[src/rtl/sfc_map.svh]
// constants for the serial flash command sequencer: opcodes, status bit
// layout, register map and timing; assumes inclusion by bare name
`ifndef SFC_MAP_SVH
`define SFC_MAP_SVH

// ***********************************
// opcodes
// ***********************************
`define SFC_OP_WRDI   8'h04
`define SFC_OP_WREN   8'h06
`define SFC_OP_VWREN  8'h50
`define SFC_OP_RDSR1  8'h05
`define SFC_OP_RDSR2  8'h35
`define SFC_OP_WRSR1  8'h01
`define SFC_OP_WRSR2  8'h31
`define SFC_OP_WRSR3  8'h11
`define SFC_OP_READ   8'h03
`define SFC_OP_FREAD  8'h0B
`define SFC_OP_DREAD  8'h3B

// ***********************************
// status layout
// ***********************************
`define SFC_SR1_WMASK 8'hFC
`define SFC_SR2_WMASK 8'h7F
`define SFC_SR2_OTP   8'h3D
`define SFC_SR2_QE    8'h02
`define SFC_NV1_RST   8'h00
`define SFC_NV2_RST   8'h00

// ***********************************
// frame bit counts
// ***********************************
`define SFC_BYTE_BITS 6'h08
`define SFC_WORD_BITS 6'h10
`define SFC_ADDR_BITS 6'h18
`define SFC_SPI_DUMMY 4'h8
`define SFC_QPI_DUM0  4'h2

// ***********************************
// register map
// ***********************************
`define SFC_REG_CTRL  2'h0
`define SFC_REG_STAT  2'h1
`define SFC_CTRL_QPI  0
`define SFC_CTRL_DUM  2:1
`define SFC_CTRL_RST  3'h0

// ***********************************
// timing
// ***********************************
`define SFC_CLK_NS    20
`define SFC_TW_NS     10000000

`endif

[src/rtl/sfc_pkg.sv]
// types of the serial flash command sequencer
// assumes sfc_map.svh supplies all numeric constants
package sfc_pkg;

  typedef enum logic [2:0] {
    SFC_CMD,
    SFC_ADDR,
    SFC_DUM,
    SFC_WDAT,
    SFC_OUT,
    SFC_IGN
  } sfc_phase_e;

  typedef struct packed {
    sfc_phase_e  phase;
    logic        sck_p;
    logic        cs_p;
    logic [5:0]  cnt;
    logic [23:0] sh;
    logic [7:0]  op;
    logic [23:0] addr;
    logic [3:0]  dcnt;
    logic [7:0]  obyte;
    logic [3:0]  obits;
    logic [2:0]  kout;
    logic        src_stat;
    logic        sel2;
    logic [3:0]  io_out;
    logic [3:0]  io_oe;
    logic        pend;
    logic        write_enable_latch;
    logic        vol_en;
    logic [7:0]  vol1;
    logic [7:0]  vol2;
    logic [7:0]  nv1;
    logic [7:0]  nv2;
    logic [7:0]  stage1;
    logic [7:0]  stage2;
    logic        wsr_busy;
    logic [31:0] tmr;
    logic [2:0]  ctrl;
    logic [31:0] rd_data;
  } sfc_state_s;

endpackage

[src/rtl/sfc_core.sv]
// command sequencer of a serial flash: status access and array reads
// assumes host pins are asynchronous and sampled here; the array sits
// outside behind a one-cycle read port; program/erase run elsewhere
//
// Summary of operation
// write disable 04h clears write enable latch
// latch cleared when write operations complete
// write disable cancels volatile status enable
// 05h/35h shift status byte out MSB first
// status reads accepted even while busy
// status byte repeats until chip select rises
// only listed status bits are writable
// lock bits never return from one to zero; soft_reset may clear volatile ones
// non-volatile status write needs latch set
// volatile status write leaves latch unchanged
// reset reloads volatile copies from stored values
// non-volatile write busy for status_write_time
// volatile write applied promptly, busy stays zero
// quad_enable frozen in four-wire command mode
// 01h writes one or two registers by length
// read 03h: opcode, 24-bit address, data out
// array address increments per byte while clocked
// array reads ignored while busy
// fast read inserts eight dummy clocks
// four-wire fast read dummies 2/4/6/8, default 2
// dual output read drives two lines outside four-wire mode
// host releases io_line_0 before dual data
// dual byte: line1 odd bits, line0 even
// write enable 06h sets the latch
// volatile enable 50h does not set latch
// chip select high aborts decode
//
// The plain strobed port and the address map were decided locally.
`timescale 1ns/1ps
`include "sfc_map.svh"
module sfc_core #(
  parameter int unsigned TW_NS = `SFC_TW_NS
) (
  input  wire logic        sys_clk,
  input  wire logic        rst_n,
  input  wire logic        clk_en,
  input  wire logic        spi_cs_n,
  input  wire logic        spi_sck,
  input  wire logic [3:0]  io_in,
  output logic      [3:0]  io_out,
  output logic      [3:0]  io_oe,
  input  wire logic        op_busy,
  input  wire logic        op_done,
  input  wire logic        soft_reset,
  output logic      [23:0] mem_addr,
  input  wire logic [7:0]  mem_rdata,
  input  wire logic [1:0]  reg_addr,
  input  wire logic [31:0] reg_wdata,
  input  wire logic        reg_wr,
  input  wire logic        reg_rd,
  output logic      [31:0] reg_rdata
);
  import sfc_pkg::*;

  localparam int unsigned TW_CYC = (TW_NS + `SFC_CLK_NS - 1) / `SFC_CLK_NS;

  sfc_state_s q;
  sfc_state_s d;
  logic [5:0] pin_s;
  logic       cs_s;
  logic       sck_s;
  logic [3:0] io_s;
  logic       four_wire_command_mode;
  logic       busy;
  logic [7:0] sr1_w;
  logic [7:0] sr2_w;
  logic [5:0] kin;
  logic       ev_rise;
  logic       ev_fall;
  logic       ev_exec;
  logic       len_ok;
  logic       nv_ok;
  logic       vol_ok;
  logic [7:0] new1;
  logic [7:0] new2;
  logic [7:0] mask2;
  logic [7:0] byte_n;

  // ***********************************
  // helpers
  // ***********************************
  function automatic logic [23:0] shin(logic [23:0] s, logic [3:0] b, logic quad);
    return quad ? {s[19:0], b} : {s[22:0], b[0]};
  endfunction

  // lock bits stay set whatever the incoming data says
  function automatic logic [7:0] merge(logic [7:0] old, logic [7:0] din,
                                       logic [7:0] wm, logic [7:0] otp);
    return (old & ~wm) | (din & wm) | (old & otp); // see R07
  endfunction

  function automatic logic is_wsr(logic [7:0] op);
    return op == `SFC_OP_WRSR1 || op == `SFC_OP_WRSR2 || op == `SFC_OP_WRSR3;
  endfunction

  // ***********************************
  // pin sampling and events
  // ***********************************
  sfc_sync #(
    .W (6)
  ) u_sync (
    .sys_clk (sys_clk),
    .rst_n   (rst_n),
    .clk_en  (clk_en),
    .din     ({spi_cs_n, spi_sck, io_in}),
    .dout    (pin_s)
  );

  assign cs_s    = pin_s[5];
  assign sck_s   = pin_s[4];
  assign io_s    = pin_s[3:0];
  assign four_wire_command_mode     = q.ctrl[`SFC_CTRL_QPI];
  assign busy    = q.wsr_busy | op_busy;
  assign sr1_w   = {q.vol1[7:2], q.write_enable_latch, busy};
  assign sr2_w   = {1'b0, q.vol2[6:0]};
  assign kin     = four_wire_command_mode ? 6'h04 : 6'h01;
  assign ev_rise = clk_en && !cs_s && sck_s && !q.sck_p;
  assign ev_fall = clk_en && !cs_s && !sck_s && q.sck_p;
  assign ev_exec = clk_en && cs_s && !q.cs_p;

  // ***********************************
  // status write staging
  // ***********************************
  // a bit count other than 8, or 16 for 01h, discards the write
  assign len_ok = q.cnt == `SFC_BYTE_BITS ||
                  (q.cnt == `SFC_WORD_BITS && q.op == `SFC_OP_WRSR1);
  assign nv_ok  = ev_exec && q.pend && is_wsr(q.op) && len_ok && !busy &&
                  !q.vol_en && q.write_enable_latch;
  assign vol_ok = ev_exec && q.pend && is_wsr(q.op) && len_ok && !busy &&
                  q.vol_en;
  assign mask2  = four_wire_command_mode ? (`SFC_SR2_WMASK & ~`SFC_SR2_QE) : `SFC_SR2_WMASK;

  always_comb begin
    new1 = q.vol1;
    new2 = q.vol2;
    if (q.op == `SFC_OP_WRSR1) begin
      new1 = merge(q.vol1, (q.cnt == `SFC_WORD_BITS) ? q.sh[15:8] : q.sh[7:0],
                   `SFC_SR1_WMASK, 8'h00);
      if (q.cnt == `SFC_WORD_BITS) begin
        new2 = merge(q.vol2, q.sh[7:0], mask2, `SFC_SR2_OTP);
      end
    end else if (q.op == `SFC_OP_WRSR2) begin
      new2 = merge(q.vol2, q.sh[7:0], mask2, `SFC_SR2_OTP);
    end
  end

  // ***********************************
  // sequencer
  // ***********************************
  always_comb begin
    d      = q;
    byte_n = q.obyte;
    if (clk_en) begin
      d.sck_p   = sck_s;
      d.cs_p    = cs_s;
      d.rd_data = 32'h0000_0000;
      if (reg_rd) begin
        case (reg_addr)
          `SFC_REG_CTRL: d.rd_data = {29'h0000_0000, q.ctrl};
          `SFC_REG_STAT: d.rd_data = {16'h0000, sr2_w, sr1_w};
          default:       d.rd_data = 32'h0000_0000;
        endcase
      end
      if (reg_wr && reg_addr == `SFC_REG_CTRL) begin
        d.ctrl = reg_wdata[2:0];
      end
      if (op_done) begin
        d.write_enable_latch = 1'b0;
      end
      if (q.wsr_busy) begin
        d.tmr = q.tmr - 32'h0000_0001;
        if (q.tmr == 32'h0000_0001) begin
          d.wsr_busy = 1'b0;
          d.write_enable_latch      = 1'b0;
          d.nv1      = q.stage1;
          d.nv2      = q.stage2;
          d.vol1     = q.stage1;
          d.vol2     = q.stage2;
        end
      end
      if (soft_reset) begin
        d.vol1   = d.nv1;
        d.vol2   = d.nv2;
        d.vol_en = 1'b0;
      end
      if (cs_s) begin
        // deselect drops any half-taken command and the bus
        d.phase = SFC_CMD;
        d.cnt   = 6'h00;
        d.io_oe = 4'h0;
        if (ev_exec) begin
          d.pend = 1'b0;
          if (q.pend) begin
            case (q.op)
              `SFC_OP_WRDI: begin
                d.write_enable_latch    = 1'b0;
                d.vol_en = 1'b0;
              end
              `SFC_OP_WREN:  d.write_enable_latch    = 1'b1;
              `SFC_OP_VWREN: d.vol_en = 1'b1;
              default: begin
                if (vol_ok) begin
                  d.vol1   = new1; // see R10
                  d.vol2   = new2;
                  d.vol_en = 1'b0;
                end else if (nv_ok) begin
                  d.stage1   = new1;
                  d.stage2   = new2;
                  d.wsr_busy = 1'b1;
                  d.tmr      = 32'(TW_CYC);
                end
              end
            endcase
          end
        end
      end else if (ev_rise) begin
        case (q.phase)
          SFC_CMD: begin
            d.sh  = shin(q.sh, io_s, four_wire_command_mode);
            d.cnt = q.cnt + kin;
            if (d.cnt == `SFC_BYTE_BITS) begin
              d.op    = d.sh[7:0];
              d.cnt   = 6'h00;
              d.obits = 4'h0;
              d.kout  = four_wire_command_mode ? 3'h4 : 3'h1;
              case (d.sh[7:0])
                `SFC_OP_RDSR1, `SFC_OP_RDSR2: begin
                  d.phase    = SFC_OUT; // see R04
                  d.src_stat = 1'b1;
                  d.sel2     = d.sh[7:0] == `SFC_OP_RDSR2;
                end
                `SFC_OP_WRSR1, `SFC_OP_WRSR2, `SFC_OP_WRSR3: begin
                  d.phase = SFC_WDAT;
                  d.pend  = 1'b1;
                end
                `SFC_OP_WRDI, `SFC_OP_WREN, `SFC_OP_VWREN: begin
                  d.phase = SFC_IGN;
                  d.pend  = 1'b1;
                end
                `SFC_OP_READ, `SFC_OP_FREAD, `SFC_OP_DREAD: begin
                  d.phase    = busy ? SFC_IGN : SFC_ADDR;
                  d.src_stat = 1'b0;
                  if (!four_wire_command_mode && d.sh[7:0] == `SFC_OP_DREAD) begin
                    d.kout = 3'h2;
                  end
                end
                default: d.phase = SFC_IGN;
              endcase
            end
          end
          SFC_ADDR: begin
            d.sh  = shin(q.sh, io_s, four_wire_command_mode);
            d.cnt = q.cnt + kin;
            if (d.cnt == `SFC_ADDR_BITS) begin
              d.addr  = d.sh;
              d.phase = (q.op == `SFC_OP_READ) ? SFC_OUT : SFC_DUM;
              d.dcnt  = `SFC_SPI_DUMMY;
              if (four_wire_command_mode && q.op == `SFC_OP_FREAD) begin
                d.dcnt = {1'b0, q.ctrl[`SFC_CTRL_DUM], 1'b0} + `SFC_QPI_DUM0;
              end
            end
          end
          SFC_DUM: begin
            d.dcnt = q.dcnt - 4'h1;
            if (q.dcnt == 4'h1) begin
              d.phase = SFC_OUT;
            end
          end
          SFC_WDAT: begin
            if (q.cnt <= `SFC_WORD_BITS) begin
              d.sh  = shin(q.sh, io_s, four_wire_command_mode);
              d.cnt = q.cnt + kin;
            end
          end
          SFC_IGN: d.pend = 1'b0;
          default: d.phase = q.phase;
        endcase
      end else if (ev_fall && q.phase == SFC_OUT) begin
        if (q.obits == 4'h0) begin
          // status is resampled each byte so busy polling sees live state
          if (q.src_stat) begin
            byte_n = q.sel2 ? sr2_w : sr1_w;
          end else begin
            byte_n = mem_rdata;
            d.addr = q.addr + 24'h00_0001;
          end
        end
        case (q.kout)
          3'h4: begin
            d.io_out = byte_n[7:4];
            d.io_oe  = 4'hF;
          end
          3'h2: begin
            d.io_out = {2'h0, byte_n[7:6]};
            d.io_oe  = 4'h3;
          end
          default: begin
            d.io_out = {2'h0, byte_n[7], 1'b0};
            d.io_oe  = 4'h2;
          end
        endcase
        d.obyte = 8'(byte_n << q.kout);
        d.obits = ((q.obits == 4'h0) ? 4'h8 : q.obits) - {1'b0, q.kout};
      end
    end
  end

  always_ff @(posedge sys_clk) begin
    if (!rst_n) begin
      q      <= '0;
      q.ctrl <= `SFC_CTRL_RST;
      q.nv1  <= `SFC_NV1_RST;
      q.nv2  <= `SFC_NV2_RST;
      q.vol1 <= `SFC_NV1_RST;
      q.vol2 <= `SFC_NV2_RST;
      q.sck_p <= 1'b1;
      q.cs_p  <= 1'b1;
    end else begin
      q <= d;
    end
  end

  assign io_out    = q.io_out;
  assign io_oe     = q.io_oe;
  assign mem_addr  = q.addr;
  assign reg_rdata = q.rd_data;
endmodule

[src/rtl/sfc_sync.sv]
// two-flop synchroniser for the flash pins
// assumes inputs are asynchronous to sys_clk; idles high after reset
`timescale 1ns/1ps
module sfc_sync #(
  parameter int W = 6
) (
  input  wire logic         sys_clk,
  input  wire logic         rst_n,
  input  wire logic         clk_en,
  input  wire logic [W-1:0] din,
  output logic      [W-1:0] dout
);
  logic [1:0][W-1:0] st_q;
  logic [1:0][W-1:0] st_d;

  always_comb begin
    st_d = st_q;
    if (clk_en) begin
      st_d[0] = din;
      st_d[1] = st_q[0];
    end
  end

  always_ff @(posedge sys_clk) begin
    if (!rst_n) begin
      st_q <= '1;
    end else begin
      st_q <= st_d;
    end
  end

  assign dout = st_q[1];
endmodule

[config.mk]
export PLATFORM = sky130hd
export DESIGN_NAME = sfc_core
export DESIGN_NICKNAME = d
export VERILOG_FILES = /design/src/rtl/sfc_pkg.sv /design/src/rtl/sfc_core.sv /design/src/rtl/sfc_sync.sv
export VERILOG_INCLUDE_DIRS = /design/src /design/src/rtl
export SDC_FILE = /design/constraint.sdc
export NUM_CORES = 1
export LEC_CHECK = 0
export ABC_CLOCK_PERIOD_IN_PS = 7600
export BUFFER_PORTS_ARGS = -buffer_cell sky130_fd_sc_hd__buf_4
export CORE_MARGIN = 3
export CORE_UTILIZATION = 65
export CTS_BUF_LIST = sky130_fd_sc_hd__clkbuf_8
export CTS_CLUSTER_SIZE = 24
export DETAILED_ROUTE_END_ITERATION = 7
export PLACE_DENSITY = 0.87
export SKIP_CTS_REPAIR_TIMING = 1
export SYNTH_ARGS = -nofsm -noshare
export SYNTH_HDL_FRONTEND = slang
export SYNTH_SLANG_ARGS = --single-unit
[constraint.sdc]
create_clock -name sys_clk -period 7.6 [get_ports sys_clk]
set_input_delay 0.76 -clock sys_clk [delete_from_list [all_inputs] [get_ports sys_clk]]
set_output_delay 0.76 -clock sys_clk [all_outputs]
set_load 0.05 [all_outputs]
* Word-level counts from Yosys, hierarchy flattened
Index checks and enable logic that the tools add are counted.
** Cells by class
- Shift operators :: 1
- Eq/ne operators :: 47
- Reduce and logical (&&, ||, !) cells :: 61
- Add/subtract/negate cells :: 6
- Magnitude comparators :: 1
- Muxes and demuxes :: 80
- Bitwise logic cells :: 11
** Operators by type and width (number)
- 33-bit 2-to-1 mux :: 7
- 24-bit 2-to-1 mux :: 6
- 8-bit 2-to-1 mux :: 14
- 32-bit 2-to-1 mux :: 3
- 30-bit one-hot mux with 3 select lines :: 1
- 8-bit by 3-bit equality test with 1-bit output (second input constant) :: 5
- 38-bit 2-to-1 mux :: 1
- 18-bit 2-to-1 mux :: 2
- 17-bit 2-to-1 mux :: 2
- 3-bit 2-to-1 mux :: 11
- 32-bit by 1-bit equality test with 1-bit output (second input constant) :: 1
- 8-bit by 6-bit equality test with 1-bit output (second input constant) :: 4
- 32-bit by 1-bit subtractor with 32-bit output (second input constant) :: 1
- 30-bit 2-to-1 mux :: 1
- 15-bit one-hot mux with 2 select lines :: 1
- 28-bit 2-to-1 mux :: 1
- 24-bit by 1-bit adder with 24-bit output (second input constant) :: 1
- 4-bit 2-to-1 mux :: 6
- 6-bit AND reduction :: 4
- 5-bit AND reduction :: 4
- 1-bit logical AND :: 19
- 19-bit 2-to-1 mux :: 1
- 9-bit 2-to-1 mux :: 2
- 3-bit one-hot mux with 3 select lines :: 2
- other kinds (53) :: 107
** Word-level totals
- Logic and storage cells :: 237
- Output and inout port bits :: 64
- Input port bits :: 56
- Register bits after elaboration :: 227

* Longest topological paths before layout
Gate-level depths: netlist (run 1).
- Depth after elaboration :: 14
- Mapped depth :: 12
- Depth with buffers taken out :: 9

* Hierarchy
Synthesis (run 1) repeated with hierarchy kept, for this count alone.
** Unflattened totals
- Cell total of the unflattened synthesis :: 1328
- Area total of the unflattened synthesis :: 10920.5 µm²
** Modules (own cells, without submodules)
- sfc_core :: instances 1, area an instance 10455.0 µm², seq. area each 3743.6 µm², cells an instance 1284
- sfc_sync :: instances 1, area an instance 465.4 µm², seq. area each 240.2 µm², cells an instance 44

* Worst setup path after synthesis (run 1)
Ideal clock, no wire load.
- Kind :: reg2reg
- Start point :: register q, in the netlist four_wire_command_mode
- End point :: register q, in the netlist mem_addr[23]
- Clock period less this slack :: 3313 ps
- Data required time :: 7481 ps
- Setup time :: 119 ps
- Data arrival time :: 3193 ps
- Stages on the path, launching flop included :: 13
- Slack :: 4287 ps
- Buffers on the path :: 3
- Cell sequence :: dfxtp_1 > clkbuf_1 > buf_1 > inv_1 > ha_1 > ha_1 > xor2_1 > nor4_1 > nand2_1 > o31ai_4 > buf_4 > a21oi_1 > o21bai_1
** On the way
- Longest elaborated chain between the ends :: 5
- Elaborated cells between the ends (all ways) :: 9
- Classes of those cells :: 1 x add/sub; 2 x eq/ne; 5 x mux; 1 x reduce/logical
** Ends and longest elaborated chain
- start: declaration :: RTL line sfc_core.sv:62 : sfc_state_s q;
- 3-bit 2-to-1 mux :: RTL line sfc_core.sv:121 : assign kin = four_wire_command_mode ? 6'h04 : 6'h01;
- 6-bit by 3-bit adder with 6-bit output :: RTL line sfc_core.sv:258 : d.cnt = q.cnt + kin;
- 6-bit by 5-bit equality test with 1-bit output (no line)
- 2-bit by 1-bit != test with 1-bit output (no line)
- 7-bit AND reduction (no line)
Several ways; a longest one is shown, not always the timed one. The select of a mux whose other input is x is not followed.
A chain may end at the register's enable or synchronous reset.

* Worst setup path in the final report (run 1)
- Start point :: register q, in the netlist four_wire_command_mode
- End point :: register q, in the netlist mem_addr[7]
Same word-level chain as after synthesis.

==> impl_metrics.toml, run 1 <==
[worst_hold_path]
hold_path.class = "reg -> reg"
worstHoldPathCells = 2
hp-start = "q[85]"
hold-path-endpoint = "q[85]"

[sta]
final.setup_skew_ns = 0.01131
fin_crit_sh = 0.5664
finalHoldViolCount = 0
finalSetupViolCount = 0
worst_slack_ns = 3.295
drv_slew = 0
fmax_ghz = 0.2323
fin_crit_ns = 4.305
max_slew_margin = 0.2098
rsz0062_at_grt = "no"
fin_tns_setup_ns = 0
tightest_slew_ns = 1.179

[die]
rows = 46
io_pins = 120
die_w_um = 135.8
initial_core_util = 0.6769
fp.dieH_um = 135.8
core_mm2 = 0.01617
dieArea_mm2 = 0.01844

[cts]
h-tree-depth = 4
clock_sink_count = 199
worstSkewPairLatency_ns = 0.48
clkSlewWorstSetupHoldPaths_ns = 0.10
clock_tree.buffer_depth = 2
cts_tree = "yes"
cts-root-buf = "clkbuf_8"
cts_buffers = 17

[worst_setup_path]
worstSetupPathType = "reg -> reg"
rr_startpoint = "four_wire_command_mode"
r2r_slack_ns = 3.30
cp.arrival_ns = 4.69
startpoint_type = "flop"
cp_max_fo = 49
reg2reg_depth = 10
r2r_end = "mem_addr[7]"
required_ns = 7.99
cp-end-kind = "flop"

[pwr]
power.leakage_nw = 4.177
peakVddDrop_uv = 125.0
power_density_mw_per_mm2 = 163.2

[synth]
synthCells = 1364
syn_area_mm2 = 0.01095
synth_cell_types = 86
synth_ff_type = "dfxtp_1"
avgSynthCellArea_um2 = 8.026
yosysMostFrequentCell = "dfxtp_1"
synth_common_cells = "dfxtp_1, nor2_1, nand2_1"
synth_async_sr_flop_share = 0
yosys_warnings = 0
ys_ff_latch = 199
synth-edff-count = 0
synth_area_leader_cell = "dfxtp_1"
synth_top_cell_area_share = 0.3639
ys_top_cells_by_area = "dfxtp_1, mux2i_1, nor2_1"
seq_area_frac_synth = 0.3639

[global_routing]
grt_pass1_wl_um = 44480
grtUsageTotal = 0.2951
grt_max_degree = 98
grt-ovfl-total = 0
grt_pass1_vias = 8864
antenna_found_initial = 0

[drt]
drt-initial-drc-count = 1070
wl_per_cell_um = 17.59
ant_nets = 0
via_per_inst = 6.342
drc = 0
num_vias = 9836
drt_wl_total_um = 27290
detail_route.first_pass.iterations = 6

[final_layout]
layout-drive-gt1-share = 0.1079
fin_nets = 1394
syn_to_final_growth_pct = 4.412
diodes = 0
seq_area_mm2 = 0.003985
fillers = 1328
multi_input_area_mm2 = 0.006077

[placed_design]
gp_congestion = 0.8862
place_ws_ns = 3.419
portBuffers = 73
dp_hpwl_um = 18290

[run_status]
status = "finished, final reports clean"

[run]
timing.max_cap.violations = 0
[critical path, cell delays in order, from the launching register on]
cell and delay, ns:
dfxtp_2 0.32, buf_4 0.49, inv_1 0.31, ha_1 0.29, ha_1 0.22, xor2_1 0.18
nor4_1 0.72, nand2_1 0.26, o31ai_4 0.98, a21boi_0 0.20, o21a_1 0.23
[state kept, by name, indices dropped and copies added (netlist names)]
register and flops:
q 140, mem_addr 24, reg_rdata 15, u_sync.dout 6, u_sync.st_q 6, io_out 4, io_oe 3, four_wire_command_mode 1
[through the flow]
| step | utilization | hold slack [ns] | cells | power, mW | cell area, um^2 |
|---|---|---|---|---|---|
| 3_3_place_gp | 0.6831 | 0.4370 | 1522 | 1.199 | 11050 |
| 2_1_floorplan | - | 0.4315 | 1380 | 1.176 | 11010 |
| 5_1_grt | 0.7068 | 0.4677 | 1551 | 1.927 | 11430 |
| 3_5_place_dp | 0.6831 | 0.4441 | 1522 | 1.202 | 11050 |
| 4_1_cts | 0.7068 | 0.4569 | 1551 | 1.872 | 11430 |
| 6_report | 0.7068 | 0.4553 | 1551 | 1.866 | 11430 |
[worst max-delay path by stage]
stage	slack, ns	startpoint	endpoint
2_1_floorplan	4.29	four_wire_command_mode	mem_addr[23]
3_3_place_gp	3.48	four_wire_command_mode	mem_addr[7]
3_5_place_dp	3.42	four_wire_command_mode	mem_addr[7]
4_1_cts	3.38	four_wire_command_mode	mem_addr[7]
5_1_grt	3.05	four_wire_command_mode	mem_addr[15]
6_report	3.30	four_wire_command_mode	mem_addr[7]
[power by group]
part / leakage (nW) / internal [mW] / switching [mW]
clock: 0.201 / 0.325 / 0.361
combinational: 2.37 / 0.0354 / 0.0809
sequential: 1.61 / 1.05 / 0.0130
total: 4.18 / 1.41 / 0.455
[cells by family after synthesis]
kind of cell	synth area share
flip-flops	0.3639
AND/OR/NAND/NOR	0.2265
multiplexers	0.07954
XOR/XNOR	0.02800
other	0.0003425
AO/OA/AOI/OAI	0.1986
adder cells (fa/ha/maj)	0.01554
buffers and inverters	0.08754
[layout make-up]
cell class                 count  share of cell area
clock buffer                  18             0.02167
clock inverter                11             0.01182
inverter                      26            0.008757
multi-input combinational    999              0.5316
sequential                   199              0.3486
tap                          216             0.02364
timing repair buffer          82             0.05385
[cells in the final DEF (no fill, tap or decap), types with 6 or more instances in the layout]
cell type / synthesis / layout
conb_1: 1 / 17
inv_1: 24 / 25
and2_1: 9 / 9
nor4b_1: 7 / 7
or2_2: 6 / 6
nor4_1: 22 / 22
nand3b_1: 7 / 7
or3_1: 10 / 10
o22ai_1: 8 / 8
xnor2_1: 12 / 12
mux2_2: 6 / 6
clkbuf_8: 0 / 18
o21ai_0: 75 / 75
nor2b_1: 14 / 14
nor3b_1: 7 / 7
nand2_1: 139 / 139
buf_4: 65 / 82
nand2b_1: 9 / 9
nand3_1: 29 / 29
nand4_1: 11 / 11
o211ai_1: 12 / 12
ha_1: 12 / 12
a31oi_1: 21 / 21
dfxtp_1: 199 / 198
mux2i_1: 78 / 78
a211oi_1: 36 / 36
nor3_1: 31 / 30
xor2_1: 23 / 23
nor2_1: 171 / 171
o21a_1: 9 / 9
a22oi_1: 22 / 22
nand4b_1: 9 / 9
a21oi_1: 98 / 98
[metal layers]
| metal | up-vias | routed length, um | global-route usage | share of wire |
|---|---|---|---|---|
| li1 | 4711 | - | - | - |
| met1 | 4604 | 11780 | 0.3998 | 0.43 |
| met2 | 459 | 12650 | 0.4693 | 0.46 |
| met3 | 62 | 2132 | 0.05609 | 0.078 |
| met4 | 0 | 717 | 0.1114 | 0.026 |
| met5 | - | 0 | 0 | 0 |
No activity file was read; power rests on OpenSTA's default activity.
==> run 2, diff against run 1 <==
- ABC_CLOCK_PERIOD_IN_PS: 7600 -> 3700
- CORE_UTILIZATION: 65 -> 55
- PLACE_DENSITY: 0.87 -> 0.79
- clock period: 7.6 -> 3.7 ns (I/O delays scaled with it)
==> impl_metrics.toml, run 2 (same netlist as run 1, synthesis figures left out) <==
[final_layout]
multi_input_area_mm2 = 0.006072
final_common_cell = "dfxtp_1"
top_register = "q"
fin_cells = 1611
layout-drive-gt1-share = 0.1177
fin_nets = 1407
seq_area_mm2 = 0.003985
diodes = 0
most-common-layout-cells = "dfxtp_1, nor2_1, nand2_1"
syn_to_final_growth_pct = 5.588
fillers = 1695
largest_reg_flops = 140

[sta]
worst_slack_ns = 0.9008
finalSetupViolCount = 0
final.setup_skew_ns = 0.01251
max_slew_margin = 0.4496
fin_crit_ns = 2.799
hold_ws_ns = 0.09912
fin_tns_setup_ns = 0
finalHoldViolCount = 0
drv_slew = 0
fin_crit_sh = 0.7565
fmax_ghz = 0.3573
tightest_slew_ns = 0.8180
rsz0062_at_grt = "no"

[drt]
num_vias = 9666
detail_route.first_pass.iterations = 6
drt-initial-drc-count = 957
wl_per_cell_um = 17.03
via_per_inst = 6.000
drt_wl_total_um = 27440
ant_nets = 0
drc = 0

[global_routing]
grt_pass1_wl_um = 44590
grt_pass1_vias = 8807
antenna_found_initial = 0
grt-ovfl-total = 0
grtUsageTotal = 0.2496
grt_max_degree = 60

[cts]
cts-root-buf = "clkbuf_8"
worstSkewPairLatency_ns = 0.48
clkSlewWorstSetupHoldPaths_ns = 0.10
cts_tree = "yes"
cts_buffers = 17
h-tree-depth = 4
clock_tree.buffer_depth = 2
clock_sink_count = 199

[worst_setup_path]
critPathMaxStageDelay_ns = 0.73
cp.arrival_ns = 3.15
worstSetupPathType = "reg -> reg"
critPathSlowestCell = "nor4_1"
r2r_slack_ns = 0.90
required_ns = 4.05
r2r_end = "q[103]"
reg2reg_depth = 6
cp_max_fo = 12
critical_path.top_delay_family = "simple AND/OR/NAND/NOR gates"
path_cells = "nor4_1, nand3_1, nor4_1, nand4b_1, o21ai_0, a221oi_1"
cp-end-kind = "flop"
crit_buf_inv = 0
crit_top_cell = "nor4_1"
rr_startpoint = "q[59]"
startpoint_type = "flop"

[die]
io_pins = 120
rows = 50
die_w_um = 147.1
initial_core_util = 0.5719
core_mm2 = 0.01914
fp.dieH_um = 147.1
dieArea_mm2 = 0.02163

[pwr]
power.total_mw = 3.762
combPwrFrac = 0.065
p_sw_mw = 0.9917
seq_power_share = 0.580
power.leakage_nw = 4.219
intPower_mw = 2.770
power_density_mw_per_mm2 = 325.4
p_sw_frac = 0.2636
peakVddDrop_uv = 233.7
pwr-share-clk = 0.355

[worst_hold_path]
hp-start = "spi_cs_n"
hold-path-endpoint = "u_sync.st_q[5]"
worstHoldPathCells = 3
hold_path.class = "in -> reg"

[placed_design]
post-place-cells = 1579
place_ws_ns = 1.019
dp_hpwl_um = 18750
gp_congestion = 0.9429
portBuffers = 73

[run_status]
status = "finished, final reports clean"

[run]
timing.max_cap.violations = 0
==> run 2: changes by cell type in the layout (fill, tap and decap cells not counted), moves of 2 or more <==
cell / before / now
buf_4: 82 / 95
clkinvlp_4: 1 / 4
bufinv_16: 3 / 1
inv_6: 0 / 2
==> run 2: stage by stage <==
| stage | cell area (um^2) | util |
|---|---|---|
| floorplan | 11010 | - |
| global placement | 11200 | 0.5848 |
| detailed placement | 11200 | 0.5848 |
| CTS | 11560 | 0.6039 |
| global route | 11560 | 0.6039 |
| finish | 11560 | 0.6039 |
==> run 2: cell type report <==
class | instances | area share
multi-input cells | 999 | 0.5253
flip-flops and latches | 199 | 0.3447
repair buffers | 95 | 0.06170
well taps | 260 | 0.02814
clock buffers | 17 | 0.02024
clock inverters | 15 | 0.01126
inverters | 26 | 0.008659
==> run 2: worst min-delay path, cell delays in order <==
cell     delay, ns
buf_4         0.08
mux2i_1       0.05
nand2_1       0.06
==> run 2: worst max path at each step <==
| stage | start | cells after the start | end | slack [ns] |
|---|---|---|---|---|
| after global routing | q[59] | 6 | q[102] | 0.56 |
| after detailed placement | q[46] | 6 | q[110] | 1.02 |
| final | q[59] | 6 | q[103] | 0.90 |
| after global placement | four_wire_command_mode | 10 | q[145] | 1.05 |
| after CTS | q[46] | 6 | q[103] | 0.93 |
| after floorplan | four_wire_command_mode | 12 | mem_addr[23] | 0.39 |
==> run 2: layer usage <==
metal | up-vias | routed length [um] | GRT usage
met5 | - | 0 | 0
met4 | 0 | 393 | 0.07829
met3 | 35 | 2041 | 0.04257
met2 | 379 | 12320 | 0.3848
met1 | 4510 | 12690 | 0.3583
li1 | 4742 | - | -
==> run 2: power by group through the flow <==
stage	sequential (mW)	clock, mW	combinational, mW
final	2.18	1.33	0.246
after global placement	2.23	0	0.240
after detailed placement	2.23	0	0.242
after global routing	2.19	1.46	0.266
after CTS	2.18	1.36	0.243
after floorplan	2.22	0	0.196
==> run 3, diff against run 2 <==
- ABC_AREA: not set -> 1
- ABC_CLOCK_PERIOD_IN_PS: 3700 -> 2400
- CORE_UTILIZATION: 55 -> 56
- clock period: 3.7 -> 2.4 ns (I/O delays scaled with it)
==> impl_metrics.toml, run 3 <==
[synth]
seq_area_frac_synth = 0.3410
synthCells = 1803
syn_area_mm2 = 0.01168
ys_top_cells_by_area = "dfxtp_1, nand2_1, nor2_1"
synth_area_leader_cell = "dfxtp_1"
synth_async_sr_flop_share = 0
synth-edff-count = 0
avgSynthCellArea_um2 = 6.479
synth_common_cells = "nand2_1, nor2_1, dfxtp_1"
synth_ff_type = "dfxtp_1"
synth_top_cell_area_share = 0.3410
ys_ff_latch = 199
yosys_warnings = 0
yosysMostFrequentCell = "nand2_1"
synth_cell_types = 47

[final_layout]
fillers = 1873
diodes = 0
fin_nets = 1897
seq_area_mm2 = 0.003985
multi_input_area_mm2 = 0.006295
most-common-layout-cells = "nand2_1, nor2_1, dfxtp_1"
top_register = "q"
layout-drive-gt1-share = 0.1260
largest_reg_flops = 140
syn_to_final_growth_pct = 9.382
final_common_cell = "nand2_1"

[cts]
clock_sink_count = 199
cts_buffers = 17
h-tree-depth = 4
worstSkewPairLatency_ns = 0.48
clock_tree.buffer_depth = 2
cts_tree = "yes"
clkSlewWorstSetupHoldPaths_ns = 0.10
cts-root-buf = "clkbuf_8"

[run_status]
status = "finished, final reports clean"

[worst_hold_path]
hold_path.class = "in -> reg"

[sta]
fin_crit_ns = 2.277
fin_crit_sh = 0.9487
finalHoldViolCount = 0
tightest_slew_ns = 0.6300
worst_slack_ns = 0.1230
drv_slew = 0
final.setup_skew_ns = 0.01992
finalSetupViolCount = 0
max_slew_margin = 0.5794
fmax_ghz = 0.4392
fin_tns_setup_ns = 0

[worst_setup_path]
startpoint_type = "flop"
cp-end-kind = "flop"
required_ns = 2.77
worstSetupPathType = "reg -> reg"
cp.arrival_ns = 2.65
cp_max_fo = 11

[global_routing]
grtUsageTotal = 0.2741
gr-usage-met3 = 0.03943
grt-ovfl-total = 0
met2_usage = 0.4539
grt_max_degree = 50
antenna_found_initial = 0
grt_pass1_vias = 10350
grt_pass1_wl_um = 50510
busiest_layer = "met2"
gr-usage-met1 = 0.3664

[die]
core_mm2 = 0.02036
dieArea_mm2 = 0.02263
fp.dieH_um = 150.4
initial_core_util = 0.5737
io_pins = 120
die_w_um = 150.4
rows = 52

[drt]
num_vias = 11660
ant_nets = 0
detail_route.first_pass.iterations = 6
drc = 0
via_per_inst = 5.523
wl_per_cell_um = 15.06
drt-initial-drc-count = 958
drt_wl_total_um = 31800

[placed_design]
portBuffers = 73
gp_congestion = 0.9679
dp_hpwl_um = 23050
place_ws_ns = 0.04631

[run]
timing.max_cap.violations = 0

[pwr]
power_density_mw_per_mm2 = 488.1
peakVddDrop_uv = 319.2
power.leakage_nw = 5.642
## run 3: cell types whose count changed after synthesis, sizes merged, moves of 68 or more
cell	delta
nand3	+131
nor2	+75
inv	+153
mux2i	-78
nand2	+288
o21ai	+68
## run 3: kinds of logic after synthesis
family | count (synthesis) | share of synthesized area
AND/OR/NAND/NOR | 907 | 0.3338
AO/OA/AOI/OAI | 329 | 0.1558
buffers and inverters | 321 | 0.1297
flip-flops | 199 | 0.3410
XOR/XNOR | 33 | 0.02474
adder cells (fa/ha/maj) | 13 | 0.01457
other | 1 | 0.0003210
## run 3: final cells by class
class,instances,area share
tap,270,0.02644
clock buffer,17,0.01831
inverter,180,0.05297
timing repair buffer,131,0.08303
clock inverter,15,0.01479
sequential,199,0.3119
multi-input combinational,1299,0.4926
## run 3: final timing paths
| check | from | endpoint | slack (ns) | cells past startpoint |
|---|---|---|---|---|
| setup / recovery | four_wire_command_mode | mem_addr[13] | 0.12 | 13 |
| hold / removal | reg_wdata[1] | q[33] | 0.05 | 3 |
| hold reg to reg | q[201] | q[201] | 0.45 | 2 |
| setup reg to reg | four_wire_command_mode | mem_addr[13] | 0.12 | 13 |
## run 3: metal layers
| layer | share of wire | routed length (um) | up-vias |
|---|---|---|---|
| li1 | - | - | 5798 |
| met1 | 0.43 | 13600 | 5346 |
| met2 | 0.48 | 15160 | 449 |
| met3 | 0.068 | 2165 | 67 |
| met4 | 0.027 | 873 | 0 |
| met5 | 0 | 0 | - |
## run 3: worst max-delay path, cell delays in order (launching register included)
cell	delay, ns
dfxtp_2	0.34
inv_1	0.05
ha_1	0.21
ha_1	0.29
or2_2	0.32
nor2_4	0.13
nand2_4	0.09
nor2_4	0.11
nand4_4	0.10
nand2_4	0.15
buf_12	0.14
inv_1	0.08
nor2_1	0.10
nor2_1	0.05
## run 3: report_power, final
| part | internal [mW] | switching [mW] |
|---|---|---|
| clock | 0.977 | 1.34 |
| combinational | 0.158 | 0.387 |
| sequential | 3.34 | 0.0404 |
| total | 4.47 | 1.76 |
## run 3: through the flow
step	cell area (um^2)	hold WS (ns)	cells	utilization	power [mW]
floorplan	11750	0.3663	1819	-	3.838
detailed placement	12210	0.4426	2072	0.5997	3.977
finish	12780	0.05027	2111	0.6275	6.237
global placement	12210	0.4334	2072	0.5997	3.969
global route	12780	0.04133	2111	0.6275	6.455
CTS	12640	-0.04154	2104	0.6205	6.249
